[config.mk]
export PLATFORM = sky130hd
export DESIGN_NAME = mef_top
export DESIGN_NICKNAME = d
export VERILOG_FILES = /design/src/rtl/mef_pkg.sv /design/src/rtl/mef_flag_bank.sv /design/src/rtl/mef_ahb_slave.sv /design/src/rtl/mef_top.sv
export SDC_FILE = /design/constraint.sdc
export NUM_CORES = 1
export LEC_CHECK = 0
export ABC_CLOCK_PERIOD_IN_PS = 2100
export BUFFER_PORTS_ARGS = -buffer_cell sky130_fd_sc_hd__buf_2
export CAP_MARGIN = 20
export CELL_PAD_IN_SITES_DETAIL_PLACEMENT = 1
export CELL_PAD_IN_SITES_GLOBAL_PLACEMENT = 2
export CORE_MARGIN = 5
export CORE_UTILIZATION = 30
export CTS_CLUSTER_SIZE = 10
export DETAILED_ROUTE_END_ITERATION = 6
export PLACE_DENSITY_LB_ADDON = 0.3
export SYNTH_ARGS = -nofsm -noshare
export SYNTH_HDL_FRONTEND = slang
export SYNTH_SLANG_ARGS = --single-unit
[constraint.sdc]
create_clock -name mclk -period 2.1 [get_ports mclk]
set_input_delay 0.315 -clock mclk [delete_from_list [all_inputs] [get_ports mclk]]
set_output_delay 0.315 -clock mclk [all_outputs]
set_load 0.02 [all_outputs]
[src/rtl/mef_pkg.sv]
// constants shared by the event-flag logic: register map, field layout, reset values
package mef_pkg;

	// number of monitor selectors and of user access channels
	localparam int unsigned MEF_NUM_CH = 2;
	localparam int unsigned MEF_DATA_W = 32;
	localparam int unsigned MEF_DEC_W = 8;
	localparam int unsigned MEF_PHY_W = 5;
	localparam int unsigned MEF_LINK_W = 32;

	// byte offsets of the register map
	localparam logic [7:0] MEF_OFS_LINK_RAW = 8'h00;
	localparam logic [7:0] MEF_OFS_LINK_MASKED = 8'h04;
	localparam logic [7:0] MEF_OFS_CMD_RAW = 8'h08;
	localparam logic [7:0] MEF_OFS_CMD_MASKED = 8'h0c;
	localparam logic [7:0] MEF_OFS_CMD_MASK_SET = 8'h10;
	localparam logic [7:0] MEF_OFS_CMD_MASK_CLR = 8'h14;
	localparam logic [7:0] MEF_OFS_SEL_BASE = 8'h18;
	localparam logic [7:0] MEF_SEL_STRIDE = 8'h04;
	localparam logic [7:0] MEF_OFS_LINK_STATE = 8'h20;

	// monitor selector layout: phy address in the low bits, enable above
	localparam int unsigned MEF_SEL_ADDR_LSB = 0;
	localparam int unsigned MEF_SEL_EN_BIT = 6;
	localparam int unsigned MEF_SEL_W = 7;

	// reset values
	localparam logic [MEF_DATA_W-1:0] MEF_FLAG_RST = 32'h0000_0000;
	localparam logic [MEF_LINK_W-1:0] MEF_LINK_RST = 32'h0000_0000;
	localparam logic [MEF_SEL_W-1:0] MEF_SEL_RST = 7'h00;
	localparam logic [MEF_DATA_W-1:0] MEF_RDATA_RST = 32'h0000_0000;

	// ahb-lite encodings
	localparam logic [2:0] MEF_HSIZE_WORD = 3'h2;
	localparam logic [1:0] MEF_HRESP_OKAY = 2'h0;

endpackage

[src/rtl/mef_flag_bank.sv]
// sticky flag bank: hardware sets, software clears, set wins over clear
`timescale 1ns/1ps
`default_nettype none
module mef_flag_bank #(
	parameter int unsigned W = 2
) (
	input wire logic mclk,
	input wire logic resetn,
	input wire logic [W-1:0] set,
	input wire logic [W-1:0] clr,
	output logic [W-1:0] flags_q
);

	logic [W-1:0] flags_d;

	genvar i;
	generate
		for (i = 0; i < W; i++) begin : g_bit
			// a set in the cycle of a clear must not be lost
			assign flags_d[i] = set[i] | (flags_q[i] & ~clr[i]);
		end
	endgenerate

	always_ff @(posedge mclk or negedge resetn) begin
		if (!resetn) begin
			flags_q <= W'(mef_pkg::MEF_FLAG_RST);
		end else begin
			flags_q <= flags_d;
		end
	end

endmodule
`default_nettype wire

[src/rtl/mef_ahb_slave.sv]
// ahb-lite slave front end: writes with no wait state, reads with one
`timescale 1ns/1ps
`default_nettype none
module mef_ahb_slave (
	input wire logic mclk,
	input wire logic resetn,
	input wire logic hsel,
	input wire logic [31:0] haddr,
	input wire logic [1:0] htrans,
	input wire logic hwrite,
	input wire logic [2:0] hsize,
	input wire logic [31:0] hwdata,
	input wire logic hready,
	output logic hreadyout,
	output logic [1:0] hresp,
	output logic [31:0] hrdata,
	output logic wr_en,
	output logic [7:0] wr_addr,
	output logic [31:0] wr_data,
	output logic [7:0] rd_addr,
	input wire logic [31:0] rd_data
);

	logic ph_valid_q;
	logic ph_write_q;
	logic ph_word_q;
	logic [7:0] ph_addr_q;
	logic rd_done_q;
	logic [31:0] hrdata_q;
	wire addr_take;
	wire rd_load;

	// nonseq or seq both start a transfer; idle and busy are ignored
	assign addr_take = hsel & htrans[1] & hready;
	// read data are registered, so a read waits one cycle to sample its word
	assign rd_load = ph_valid_q & ~ph_write_q & ~rd_done_q;
	assign hreadyout = ~rd_load;
	assign hresp = mef_pkg::MEF_HRESP_OKAY;
	assign hrdata = hrdata_q;
	// only whole-word writes change a register; narrower ones are dropped
	assign wr_en = ph_valid_q & ph_write_q & ph_word_q;
	assign wr_addr = ph_addr_q;
	assign wr_data = hwdata;
	assign rd_addr = ph_addr_q;

	always_ff @(posedge mclk or negedge resetn) begin
		if (!resetn) begin
			ph_valid_q <= 1'b0;
			ph_write_q <= 1'b0;
			ph_word_q <= 1'b0;
			ph_addr_q <= 8'h00;
		end else if (addr_take) begin
			ph_valid_q <= 1'b1;
			ph_write_q <= hwrite;
			ph_word_q <= (hsize == mef_pkg::MEF_HSIZE_WORD);
			ph_addr_q <= {haddr[7:2], 2'b00};
		end else if (hreadyout) begin
			ph_valid_q <= 1'b0;
		end
	end

	always_ff @(posedge mclk or negedge resetn) begin
		if (!resetn) begin
			rd_done_q <= 1'b0;
			hrdata_q <= mef_pkg::MEF_RDATA_RST;
		end else begin
			rd_done_q <= rd_load;
			if (rd_load) begin
				hrdata_q <= rd_data;
			end
		end
	end

endmodule
`default_nettype wire

[src/rtl/mef_top.sv]
// event-flag logic of an mdio management controller with an ahb-lite register port
// What this block does
// - masked link flag needs change and enable
// - link flag bit n follows selector n
// - one clears masked link flag, zero ignored
// - raw command flag set on channel completion
// - command flag bit n follows channel n
// - one clears raw command flag, zero ignored
// - flags reset to zero, reserved bits zero
// - masked command flag is raw and mask
// - link bits refreshed per status read, ack
// - raw link flag set regardless of enable
//
// Added by the designer: the AHB-Lite register port and the address map.
`timescale 1ns/1ps
`default_nettype none
module mef_top #(
	parameter int unsigned NCH = mef_pkg::MEF_NUM_CH
) (
	input wire logic mclk,
	input wire logic resetn,
	input wire logic hsel,
	input wire logic [31:0] haddr,
	input wire logic [1:0] htrans,
	input wire logic hwrite,
	input wire logic [2:0] hsize,
	input wire logic [31:0] hwdata,
	input wire logic hready,
	output logic hreadyout,
	output logic [1:0] hresp,
	output logic [31:0] hrdata,
	input wire logic status_rd_done,
	input wire logic [4:0] status_rd_phy,
	input wire logic status_rd_ack,
	input wire logic status_rd_link,
	input wire logic [NCH-1:0] cmd_done,
	output logic [31:0] link_state,
	output logic link_irq,
	output logic cmd_irq,
	output logic irq
);

	localparam int unsigned DW = mef_pkg::MEF_DATA_W;
	localparam int unsigned SW = mef_pkg::MEF_SEL_W;
	localparam int unsigned PW = mef_pkg::MEF_PHY_W;
	localparam int unsigned LW = mef_pkg::MEF_LINK_W;

	// selector bits that hold something: the address field and the enable bit
	localparam logic [SW-1:0] SEL_KEEP =
		(SW'({PW{1'b1}}) << mef_pkg::MEF_SEL_ADDR_LSB) |
		(SW'(1) << mef_pkg::MEF_SEL_EN_BIT);

	// register port
	logic wr_en;
	logic [7:0] wr_addr;
	logic [31:0] wr_data;
	logic [7:0] rd_addr;
	logic [31:0] rd_data;

	// decoded write strobes
	wire wr_link_raw;
	wire wr_link_masked;
	wire wr_cmd_raw;
	wire wr_cmd_masked;
	wire wr_mask_set;
	wire wr_mask_clr;
	wire [NCH-1:0] wr_data_lo;

	// link state tracking
	logic [LW-1:0] link_state_q;
	logic [LW-1:0] link_state_d;
	wire [LW-1:0] phy_onehot;
	wire link_new_bit;
	wire link_old_bit;
	wire link_flip;

	// per-channel selector state and events
	logic [SW-1:0] sel_q [NCH];
	wire [NCH-1:0] sel_en;
	wire [NCH-1:0] link_evt;
	wire [NCH-1:0] link_evt_en;

	// flag banks
	wire [NCH-1:0] link_raw_clr;
	wire [NCH-1:0] link_masked_clr;
	wire [NCH-1:0] cmd_raw_clr;
	wire [NCH-1:0] mask_set;
	wire [NCH-1:0] mask_clr;
	logic [NCH-1:0] link_raw_q;
	logic [NCH-1:0] link_masked_q;
	logic [NCH-1:0] cmd_raw_q;
	logic [NCH-1:0] cmd_mask_q;
	wire [NCH-1:0] cmd_masked;

	// read path pieces, each padded to a full word
	wire [DW-NCH-1:0] pad_zero;
	wire [DW-1:0] rd_link_raw;
	wire [DW-1:0] rd_link_masked;
	wire [DW-1:0] rd_cmd_raw;
	wire [DW-1:0] rd_cmd_masked;
	wire [DW-1:0] rd_cmd_mask;
	wire [DW-1:0] rd_sel [NCH];
	wire [DW-1:0] rd_sel_any;
	wire [NCH-1:0] rd_sel_hit;

	// bus front end; only whole-word writes ever reach wr_en, so narrower ones change nothing
	mef_ahb_slave u_ahb (
		.mclk(mclk),
		.resetn(resetn),
		.hsel(hsel),
		.haddr(haddr),
		.htrans(htrans),
		.hwrite(hwrite),
		.hsize(hsize),
		.hwdata(hwdata),
		.hready(hready),
		.hreadyout(hreadyout),
		.hresp(hresp),
		.hrdata(hrdata),
		.wr_en(wr_en),
		.wr_addr(wr_addr),
		.wr_data(wr_data),
		.rd_addr(rd_addr),
		.rd_data(rd_data)
	);

	// ---- write decode

	assign wr_link_raw = wr_en & (wr_addr == mef_pkg::MEF_OFS_LINK_RAW);
	assign wr_link_masked = wr_en & (wr_addr == mef_pkg::MEF_OFS_LINK_MASKED);
	assign wr_cmd_raw = wr_en & (wr_addr == mef_pkg::MEF_OFS_CMD_RAW);
	assign wr_cmd_masked = wr_en & (wr_addr == mef_pkg::MEF_OFS_CMD_MASKED);
	assign wr_mask_set = wr_en & (wr_addr == mef_pkg::MEF_OFS_CMD_MASK_SET);
	assign wr_mask_clr = wr_en & (wr_addr == mef_pkg::MEF_OFS_CMD_MASK_CLR);
	// upper write data bits have nothing behind them
	assign wr_data_lo = wr_data[NCH-1:0];

	// ---- link state bits

	assign link_new_bit = status_rd_ack & status_rd_link;
	assign phy_onehot = LW'(1) << status_rd_phy;
	assign link_old_bit = link_state_q[status_rd_phy];
	// only a bit that really moves is a change; a repeated read with the
	// same outcome raises nothing
	assign link_flip = status_rd_done & (link_new_bit != link_old_bit);
	assign link_state_d = status_rd_done ?
		((link_state_q & ~phy_onehot) | (link_new_bit ? phy_onehot : '0)) :
		link_state_q;
	// the word is read-only to software; a phy that never answers keeps its bit clear
	assign link_state = link_state_q;

	always_ff @(posedge mclk or negedge resetn) begin
		if (!resetn) begin
			link_state_q <= mef_pkg::MEF_LINK_RST;
		end else begin
			link_state_q <= link_state_d;
		end
	end

	// ---- monitor selectors

	// selectors reset to phy 0 with the link interrupt off
	genvar n;
	generate
		for (n = 0; n < NCH; n++) begin : g_ch
			wire [7:0] sel_ofs;
			wire sel_wr;
			wire [PW-1:0] sel_phy;
			wire [SW-1:0] sel_wdata;

			assign sel_ofs = mef_pkg::MEF_OFS_SEL_BASE + 8'(n * mef_pkg::MEF_SEL_STRIDE);
			assign sel_wr = wr_en & (wr_addr == sel_ofs);
			assign sel_phy = sel_q[n][mef_pkg::MEF_SEL_ADDR_LSB +: PW];
			assign sel_en[n] = sel_q[n][mef_pkg::MEF_SEL_EN_BIT];
			// a selector rewrite compares nothing, so it never raises an event by itself
			// the unused bit between address and enable must read back as zero
			assign sel_wdata = wr_data[SW-1:0] & SEL_KEEP;

			// event bit n from selector n
			assign link_evt[n] = link_flip & (status_rd_phy == sel_phy);
			assign link_evt_en[n] = link_evt[n] & sel_en[n];

			assign rd_sel_hit[n] = (rd_addr == sel_ofs);
			assign rd_sel[n] = rd_sel_hit[n] ? DW'(sel_q[n]) : '0;

			always_ff @(posedge mclk or negedge resetn) begin
				if (!resetn) begin
					sel_q[n] <= mef_pkg::MEF_SEL_RST;
				end else if (sel_wr) begin
					sel_q[n] <= sel_wdata;
				end
			end
		end
	endgenerate

	// ---- flags

	assign link_masked_clr = {NCH{wr_link_masked}} & wr_data_lo;
	// raw and masked link flags clear apart; one view never clears the other
	assign link_raw_clr = {NCH{wr_link_raw}} & wr_data_lo;
	// one clears command event
	// clearing through the masked view also clears the event underneath
	assign cmd_raw_clr = ({NCH{wr_cmd_raw}} | {NCH{wr_cmd_masked}}) & wr_data_lo;
	// the mask is written through two offsets, one setting and one clearing
	assign mask_set = {NCH{wr_mask_set}} & wr_data_lo;
	assign mask_clr = {NCH{wr_mask_clr}} & wr_data_lo;

	mef_flag_bank #(
		.W(NCH)
	) u_link_raw (
		.mclk(mclk),
		.resetn(resetn),
		.set(link_evt),
		.clr(link_raw_clr),
		.flags_q(link_raw_q)
	);

	mef_flag_bank #(
		.W(NCH)
	) u_link_masked (
		.mclk(mclk),
		.resetn(resetn),
		.set(link_evt_en),
		.clr(link_masked_clr),
		.flags_q(link_masked_q)
	);

	mef_flag_bank #(
		.W(NCH)
	) u_cmd_raw (
		.mclk(mclk),
		.resetn(resetn),
		.set(cmd_done),
		.clr(cmd_raw_clr),
		.flags_q(cmd_raw_q)
	);

	// set and clear sit at different addresses, so they never meet
	mef_flag_bank #(
		.W(NCH)
	) u_cmd_mask (
		.mclk(mclk),
		.resetn(resetn),
		.set(mask_set),
		.clr(mask_clr),
		.flags_q(cmd_mask_q)
	);

	assign cmd_masked = cmd_raw_q & cmd_mask_q;

	// ---- interrupts

	assign link_irq = |link_masked_q;
	// the masked command view is not stored, so a mask change shows at once
	assign cmd_irq = |cmd_masked;
	// one combined line for a system that wires a single interrupt
	assign irq = link_irq | cmd_irq;

	// ---- read mux

	// reserved bits read zero
	// only NCH bits per flag word exist; the rest is tied to zero
	assign pad_zero = '0;
	assign rd_link_raw = {pad_zero, link_raw_q};
	assign rd_link_masked = {pad_zero, link_masked_q};
	assign rd_cmd_raw = {pad_zero, cmd_raw_q};
	assign rd_cmd_masked = {pad_zero, cmd_masked};
	// both mask views read back the current mask
	assign rd_cmd_mask = {pad_zero, cmd_mask_q};

	// at most one selector offset can hit, so the reads are simply ored
	generate
		if (NCH == 1) begin : g_sel1
			assign rd_sel_any = rd_sel[0];
		end else begin : g_seln
			wire [DW-1:0] acc [NCH];
			assign acc[0] = rd_sel[0];
			for (n = 1; n < NCH; n++) begin : g_or
				assign acc[n] = acc[n-1] | rd_sel[n];
			end
			assign rd_sel_any = acc[NCH-1];
		end
	endgenerate

	// unmapped offsets read zero and still answer okay
	assign rd_data =
		(rd_addr == mef_pkg::MEF_OFS_LINK_RAW) ? rd_link_raw :
		(rd_addr == mef_pkg::MEF_OFS_LINK_MASKED) ? rd_link_masked :
		(rd_addr == mef_pkg::MEF_OFS_CMD_RAW) ? rd_cmd_raw :
		(rd_addr == mef_pkg::MEF_OFS_CMD_MASKED) ? rd_cmd_masked :
		(rd_addr == mef_pkg::MEF_OFS_CMD_MASK_SET) ? rd_cmd_mask :
		(rd_addr == mef_pkg::MEF_OFS_CMD_MASK_CLR) ? rd_cmd_mask :
		(rd_addr == mef_pkg::MEF_OFS_LINK_STATE) ? link_state_q :
		rd_sel_any;

endmodule
`default_nettype wire

# Yosys cells after proc, flatten, opt, wreduce, memory -nomap -nowiden

Cells that the tools add are included.

Logic and storage cells: 104
Output and inout port bits: 70
Bits of input ports: 84
Register bits: 94

$lt $le $gt $ge: 1
Muxes and demuxes: 14
Shift operators: 1
Equality and inequality tests: 13
Bitwise logic cells: 59
Reduce and logical (&&, ||, !) cells: 3

Operator list:

| operator                                                                     | number |
|---|---|
| 32-bit two-way mux                                                           | 8 |
| 32-bit bitwise AND                                                           | 1 |
| 32-bit NOT                                                                   | 1 |
| 32-bit OR                                                                    | 1 |
| 1-bit by 5-bit << shifter with 32-bit output, first input constant           | 1 |
| 1-bit bitwise AND                                                            | 28 |
| 6-bit by 3-bit equality test with 1-bit output, second input constant        | 4 |
| 7-bit two-way mux                                                            | 2 |
| 2-bit bitwise AND                                                            | 6 |
| 6-bit by 2-bit equality test with 1-bit output, second input constant        | 2 |
| 1-bit NOT                                                                    | 11 |
| 5-bit equality test                                                          | 2 |
| 1-bit OR                                                                     | 9 |
| 8-bit logical NOT                                                            | 1 |
| 7-bit OR                                                                     | 1 |
| 6-bit by 1-bit equality test with 1-bit output, second input constant        | 1 |
| 6-bit by 4-bit equality test with 1-bit output, second input constant        | 1 |
| 5-bit by 6-bit less-than comparator with 1-bit output, second input constant | 1 |
| 1-bit binary-select mux with 5-bit select                                    | 1 |
| 2-bit OR reduction                                                           | 2 |
| 3-bit by 2-bit equality test with 1-bit output, second input constant        | 1 |
| 1-bit two-way mux                                                            | 3 |
| 2-bit by 1-bit != test with 1-bit output, second input constant              | 1 |
| 2-bit OR                                                                     | 1 |
| 1-bit != test                                                                | 1 |

# Longest topological paths before layout

Depth in word-level cells: 10
Mapped depth: 7
Mapped depth without buffers: 5

# By module

A second synthesis with hierarchy kept.

Cell total of the unflattened synthesis: 510
Area total of the unflattened synthesis: 5273.8 sq um

By module, submodules not included:

| module        | instances | area an instance (sq um) | cells an instance | sequential area each (sq um) |
|---|---|---|---|---|
| mef_top       | 1         | 3069.2                   | 350               | 1101.1 |
| mef_ahb_slave | 1         | 1914.3                   | 136               | 1051.0 |
| mef_flag_bank | 4         | 72.6                     | 6                 | 50.0 |

# Worst setup path after synthesis

No wires, ideal clock.

Path type: register to register
Start: register (tool-made name)
End: register u_link_masked.flags_q[0]
Path slack: 0.194 ns
Setup time: 0.095 ns
Buffers on the path: 0
Stages on the path, launching flop included: 6
Data required time: 2.005 ns
Arrival: 1.811 ns
Clock period less this slack: 1.906 ns
Path through: dfrtp_1 > mux4_2 > a22o_1 > a31o_1 > o31a_1 > o31ai_1

RTL lines:

| element                | RTL line            | source |
|---|---|---|
| end signal: assignment | mef_flag_bank.sv:26 | `flags_q <= W'(mef_pkg::MEF_FLAG_RST);` |
| end signal: assignment | mef_flag_bank.sv:28 | `flags_q <= flags_d;` |
| end: declaration       | mef_flag_bank.sv:11 | `output logic [W-1:0] flags_q` |

# Final worst setup path

Start: register u_ahb.ph_write_q
End: output port hreadyout

Cells in the longest elaborated chain, start to end: 4

RTL lines:

| element                         | RTL line            | source |
|---|---|---|
| start: declaration              | mef_ahb_slave.sv:25 | `logic ph_write_q;` |
| start signal: assignment        | mef_ahb_slave.sv:54 | `ph_write_q <= hwrite;` |
| 1-bit NOT                       | mef_ahb_slave.sv:36 | `assign rd_load = ph_valid_q & ~ph_write_q & ~rd_done_q;` |
| 1-bit bitwise AND (2 in series) | mef_ahb_slave.sv:36 |  |
| 1-bit NOT                       | mef_ahb_slave.sv:37 | `assign hreadyout = ~rd_load;` |
| end: declaration                | mef_top.sv:29       | `output logic hreadyout,` |

Every way passes these cells.

==> flow_metrics.env <==
export IMPL_outcome="complete, no violations"
export IMPL_power_density_nw_per_um2=818
export IMPL_synthTopCellsByCount="nand2_1 (101), dfrtp_1 (94), o21ai_0 (39)"
export IMPL_ys_seq_elements=94
export IMPL_finalCriticalPeriod_ps=1990
export IMPL_synth_area_um2=4510
export IMPL_drt_iter0_markers=142
export IMPL_path_class="register to output port"
export IMPL_synthFlopType="dfrtp_1"
export IMPL_dpl_hpwl_mm=10.4
export IMPL_maxUsedRoutingLayer="met4"
export IMPL_p_int_uw=3200
export IMPL_synth_area_leaders="dfrtp_1 (52%), nand2_1 (8.4%), mux2_2 (8.2%)"
export IMPL_antenna_left=0
export IMPL_nets=650
export IMPL_antennaDiodeCount=0
export IMPL_crit_path_max_incr_delay_ps=480
export IMPL_ios=154
export IMPL_drive_above_1_share=0.322
export IMPL_wl_met2_mm=6.22
export IMPL_vias=3706
export IMPL_cp_end_kind="output port"
export IMPL_reg2reg_from="u_ahb.rd_addr[4]"
export IMPL_area_growth_pct=25.4
export IMPL_r2r_slack_ps=120
export IMPL_arrival_ps=1670
export IMPL_cts_sinks=94
export IMPL_grt_use_total=0.156
export IMPL_synth_most_common_cell="nand2_1"
export IMPL_std_cell_rows=44
export IMPL_fp_dieArea_um2=17600
export IMPL_io_buffers=98
export IMPL_p_sw_uw=1420
export IMPL_seq_area_um2=2350
export IMPL_fmax_mhz=503
export IMPL_wl_met1_mm=6.73
export IMPL_hold_path_class="input port to register"
export IMPL_worst_r2r_endpoint="u_link_raw.flags_q[1]"
export IMPL_synthMuxAreaShare=0.120
export IMPL_drc=0
export IMPL_multi_input_area_um2=2020
export IMPL_avgRoutedWirePerCell_um=18.1
export IMPL_clock_latency_ps=340
export IMPL_numCtsBuffers=9
export IMPL_skew_ps=8.08
export IMPL_dp_cells=736
export IMPL_hold_viol=0
export IMPL_startpoint_type="register"
export IMPL_maxSlewHeadroom=0.461
export IMPL_dieHeight_um=133
export IMPL_setup_viol=0
export IMPL_slew_violations=0
export IMPL_wl_met3_um=491
export IMPL_yosys_area_share_simple=0.197
export IMPL_yosysUniqueCellTypes=44
export IMPL_syn_area_per_cell_um2=9.94
export IMPL_ys_seq_area_frac=0.521
export IMPL_synth_fa_ha_area_frac=0
export IMPL_async_flop_share=1.00
export IMPL_synth_top_family_by_area="simple AND/OR/NAND/NOR gates"
export IMPL_grt_ovfl_total=0
export IMPL_cp_max_fo=32
export IMPL_gp_congestion=0.815
export IMPL_rsz0062_at_grt="false"
export IMPL_yosys_area_share_xor_xnor=0.0194
export IMPL_grt_pass1_wl_mm=22.0
export IMPL_worst_path_buf_inv=2
export IMPL_cts_tree="yes"
export IMPL_hold_depth=2
export IMPL_h_tree_depth=3
export IMPL_instances_no_fill=755
export IMPL_ys_warnings_count=0
export IMPL_min_to="u_cmd_raw.flags_q[1]"
export IMPL_peakVddDrop_mv=0.336
export IMPL_cp_required_ps=1780
export IMPL_grt_max_degree=41
export IMPL_die_width_um=133
export IMPL_swShare=0.308
export IMPL_crit_chain="or3b_2, buf_4, buf_2"
export IMPL_leakage_uw=0.00277
export IMPL_vias_per_cell=4.91
export IMPL_antenna_found_initial=0
export IMPL_synth_top_area_cell="dfrtp_1"
export IMPL_min_from="cmd_done[1]"
export IMPL_core_um2=14600
export IMPL_grt_pass1_vias=3922
export IMPL_cp_top_family="simple AND/OR/NAND/NOR gates"
export IMPL_worstMarginPinSlew_ps=806
export IMPL_routed_wl_mm=13.6
export IMPL_whs_ps=165
export IMPL_cap_viol_max_count=0
export IMPL_fillCellCount=1699
export IMPL_cts_buffer_depth=2
export IMPL_cp_slowest_cell="or3b_2"
export IMPL_fin_crit_sh=0.946
export IMPL_synth_edf_count=0
export IMPL_r2r_cells=5
export IMPL_syn_inst=454
export IMPL_path_clk_slew_ps=70
export IMPL_yosysTopAreaCellShare=0.521
export IMPL_cts_root_buf="clkbuf_16"
export IMPL_seq_power_share=0.464
export IMPL_start_util=0.308
export IMPL_power_frac_clock=0.326
export IMPL_synth_compound_area_frac=0.108
export IMPL_first_pass_iters=4
export IMPL_p_comb_frac=0.210
[cells in the final DEF (no fill, tap or decap), drive strengths merged, types with 3 or more instances in the layout]
cell type / count
nor2b: 4
o21ai: 39
nand3: 37
mux2: 33
mux4: 4
a22o: 4
nand4b: 3
xor2: 4
clkbuf: 15
a31oi: 4
and3: 3
nor3b: 3
inv: 5
mux2i: 8
a22oi: 4
xnor2: 6
nor3: 11
nor2: 9
buf: 130
nand2b: 7
nand2: 101
o31ai: 18
dfrtp: 94
[power by group through the flow]
stage | sequential, µW | clock (µW) | combinational, µW
6_report | 2150 | 1510 | 973
5_1_grt | 2170 | 1620 | 1060
4_1_cts | 2150 | 1540 | 985
3_5_place_dp | 2180 | 0 | 980
3_3_place_gp | 2170 | 0 | 962
2_1_floorplan | 2260 | 0 | 456
[worst max path at each step]
| stage | from | to | slack [ps] | cells past startpoint |
|---|---|---|---|---|
| after floorplan | register | u_link_masked.flags_q[0] | 190 | 5 |
| after global placement | status_rd_phy[0] | u_link_raw.flags_q[1] | -5 | 6 |
| after detailed placement | status_rd_phy[0] | u_link_masked.flags_q[1] | -20 | 6 |
| after CTS | u_ahb.rd_addr[4] | u_ahb.hrdata[1] | 60 | 5 |
| after global routing | u_ahb.ph_write_q | hreadyout | 9 | 3 |
| final | u_ahb.ph_write_q | hreadyout | 110 | 3 |
[timing repair]
action | CTS | global route
hold endpoints to repair | 38 | 0
setup buffers | 0 | 2
hold buffers | 1 | 0
gates resized for setup | 0 | 2
setup endpoints to repair | 0 | 2
[logic make-up (layout without fill, tap and decap cells)]
kind of cell           count (synthesis)  in the layout
multiplexers                          45             45
XOR/XNOR                              10             10
AO/OA/AOI/OAI                         78             78
other                                  1              2
buffers and inverters                 36            152
flip-flops                            94             94
AND/OR/NAND/NOR                      190            190
[layer usage]
| layer | global-route usage | vias to the layer above |
|---|---|---|
| met1 | 0.227 | 1805 |
| met3 | 0.0209 | 12 |
| met2 | 0.240 | 77 |
| met5 | 0 | - |
| li1 | - | 1812 |
| met4 | 0.0531 | 0 |
[area by class of cell]
cell class / instances / area share
sequential: 94 / 0.416
inverter: 5 / 0.00332
timing repair buffer: 131 / 0.136
clock inverter: 1 / 0.000884
multi-input combinational: 325 / 0.358
tap: 184 / 0.0407
clock buffer: 15 / 0.0455
[metrics by stage]
stage / util / TNS (ps) / instance area, µm² / setup slack (ps) / power, µW
floorplan: - / 0 / 4520 / 194 / 2710
global placement: 0.366 / -10.4 / 5360 / -5.41 / 3140
detailed placement: 0.366 / -33.3 / 5360 / -19.0 / 3160
CTS: 0.385 / 0 / 5640 / 56.0 / 4680
global route: 0.386 / 0 / 5660 / 9.33 / 4860
finish: 0.386 / 0 / 5660 / 113 / 4630
No activity file was read; power rests on OpenSTA's default activity.
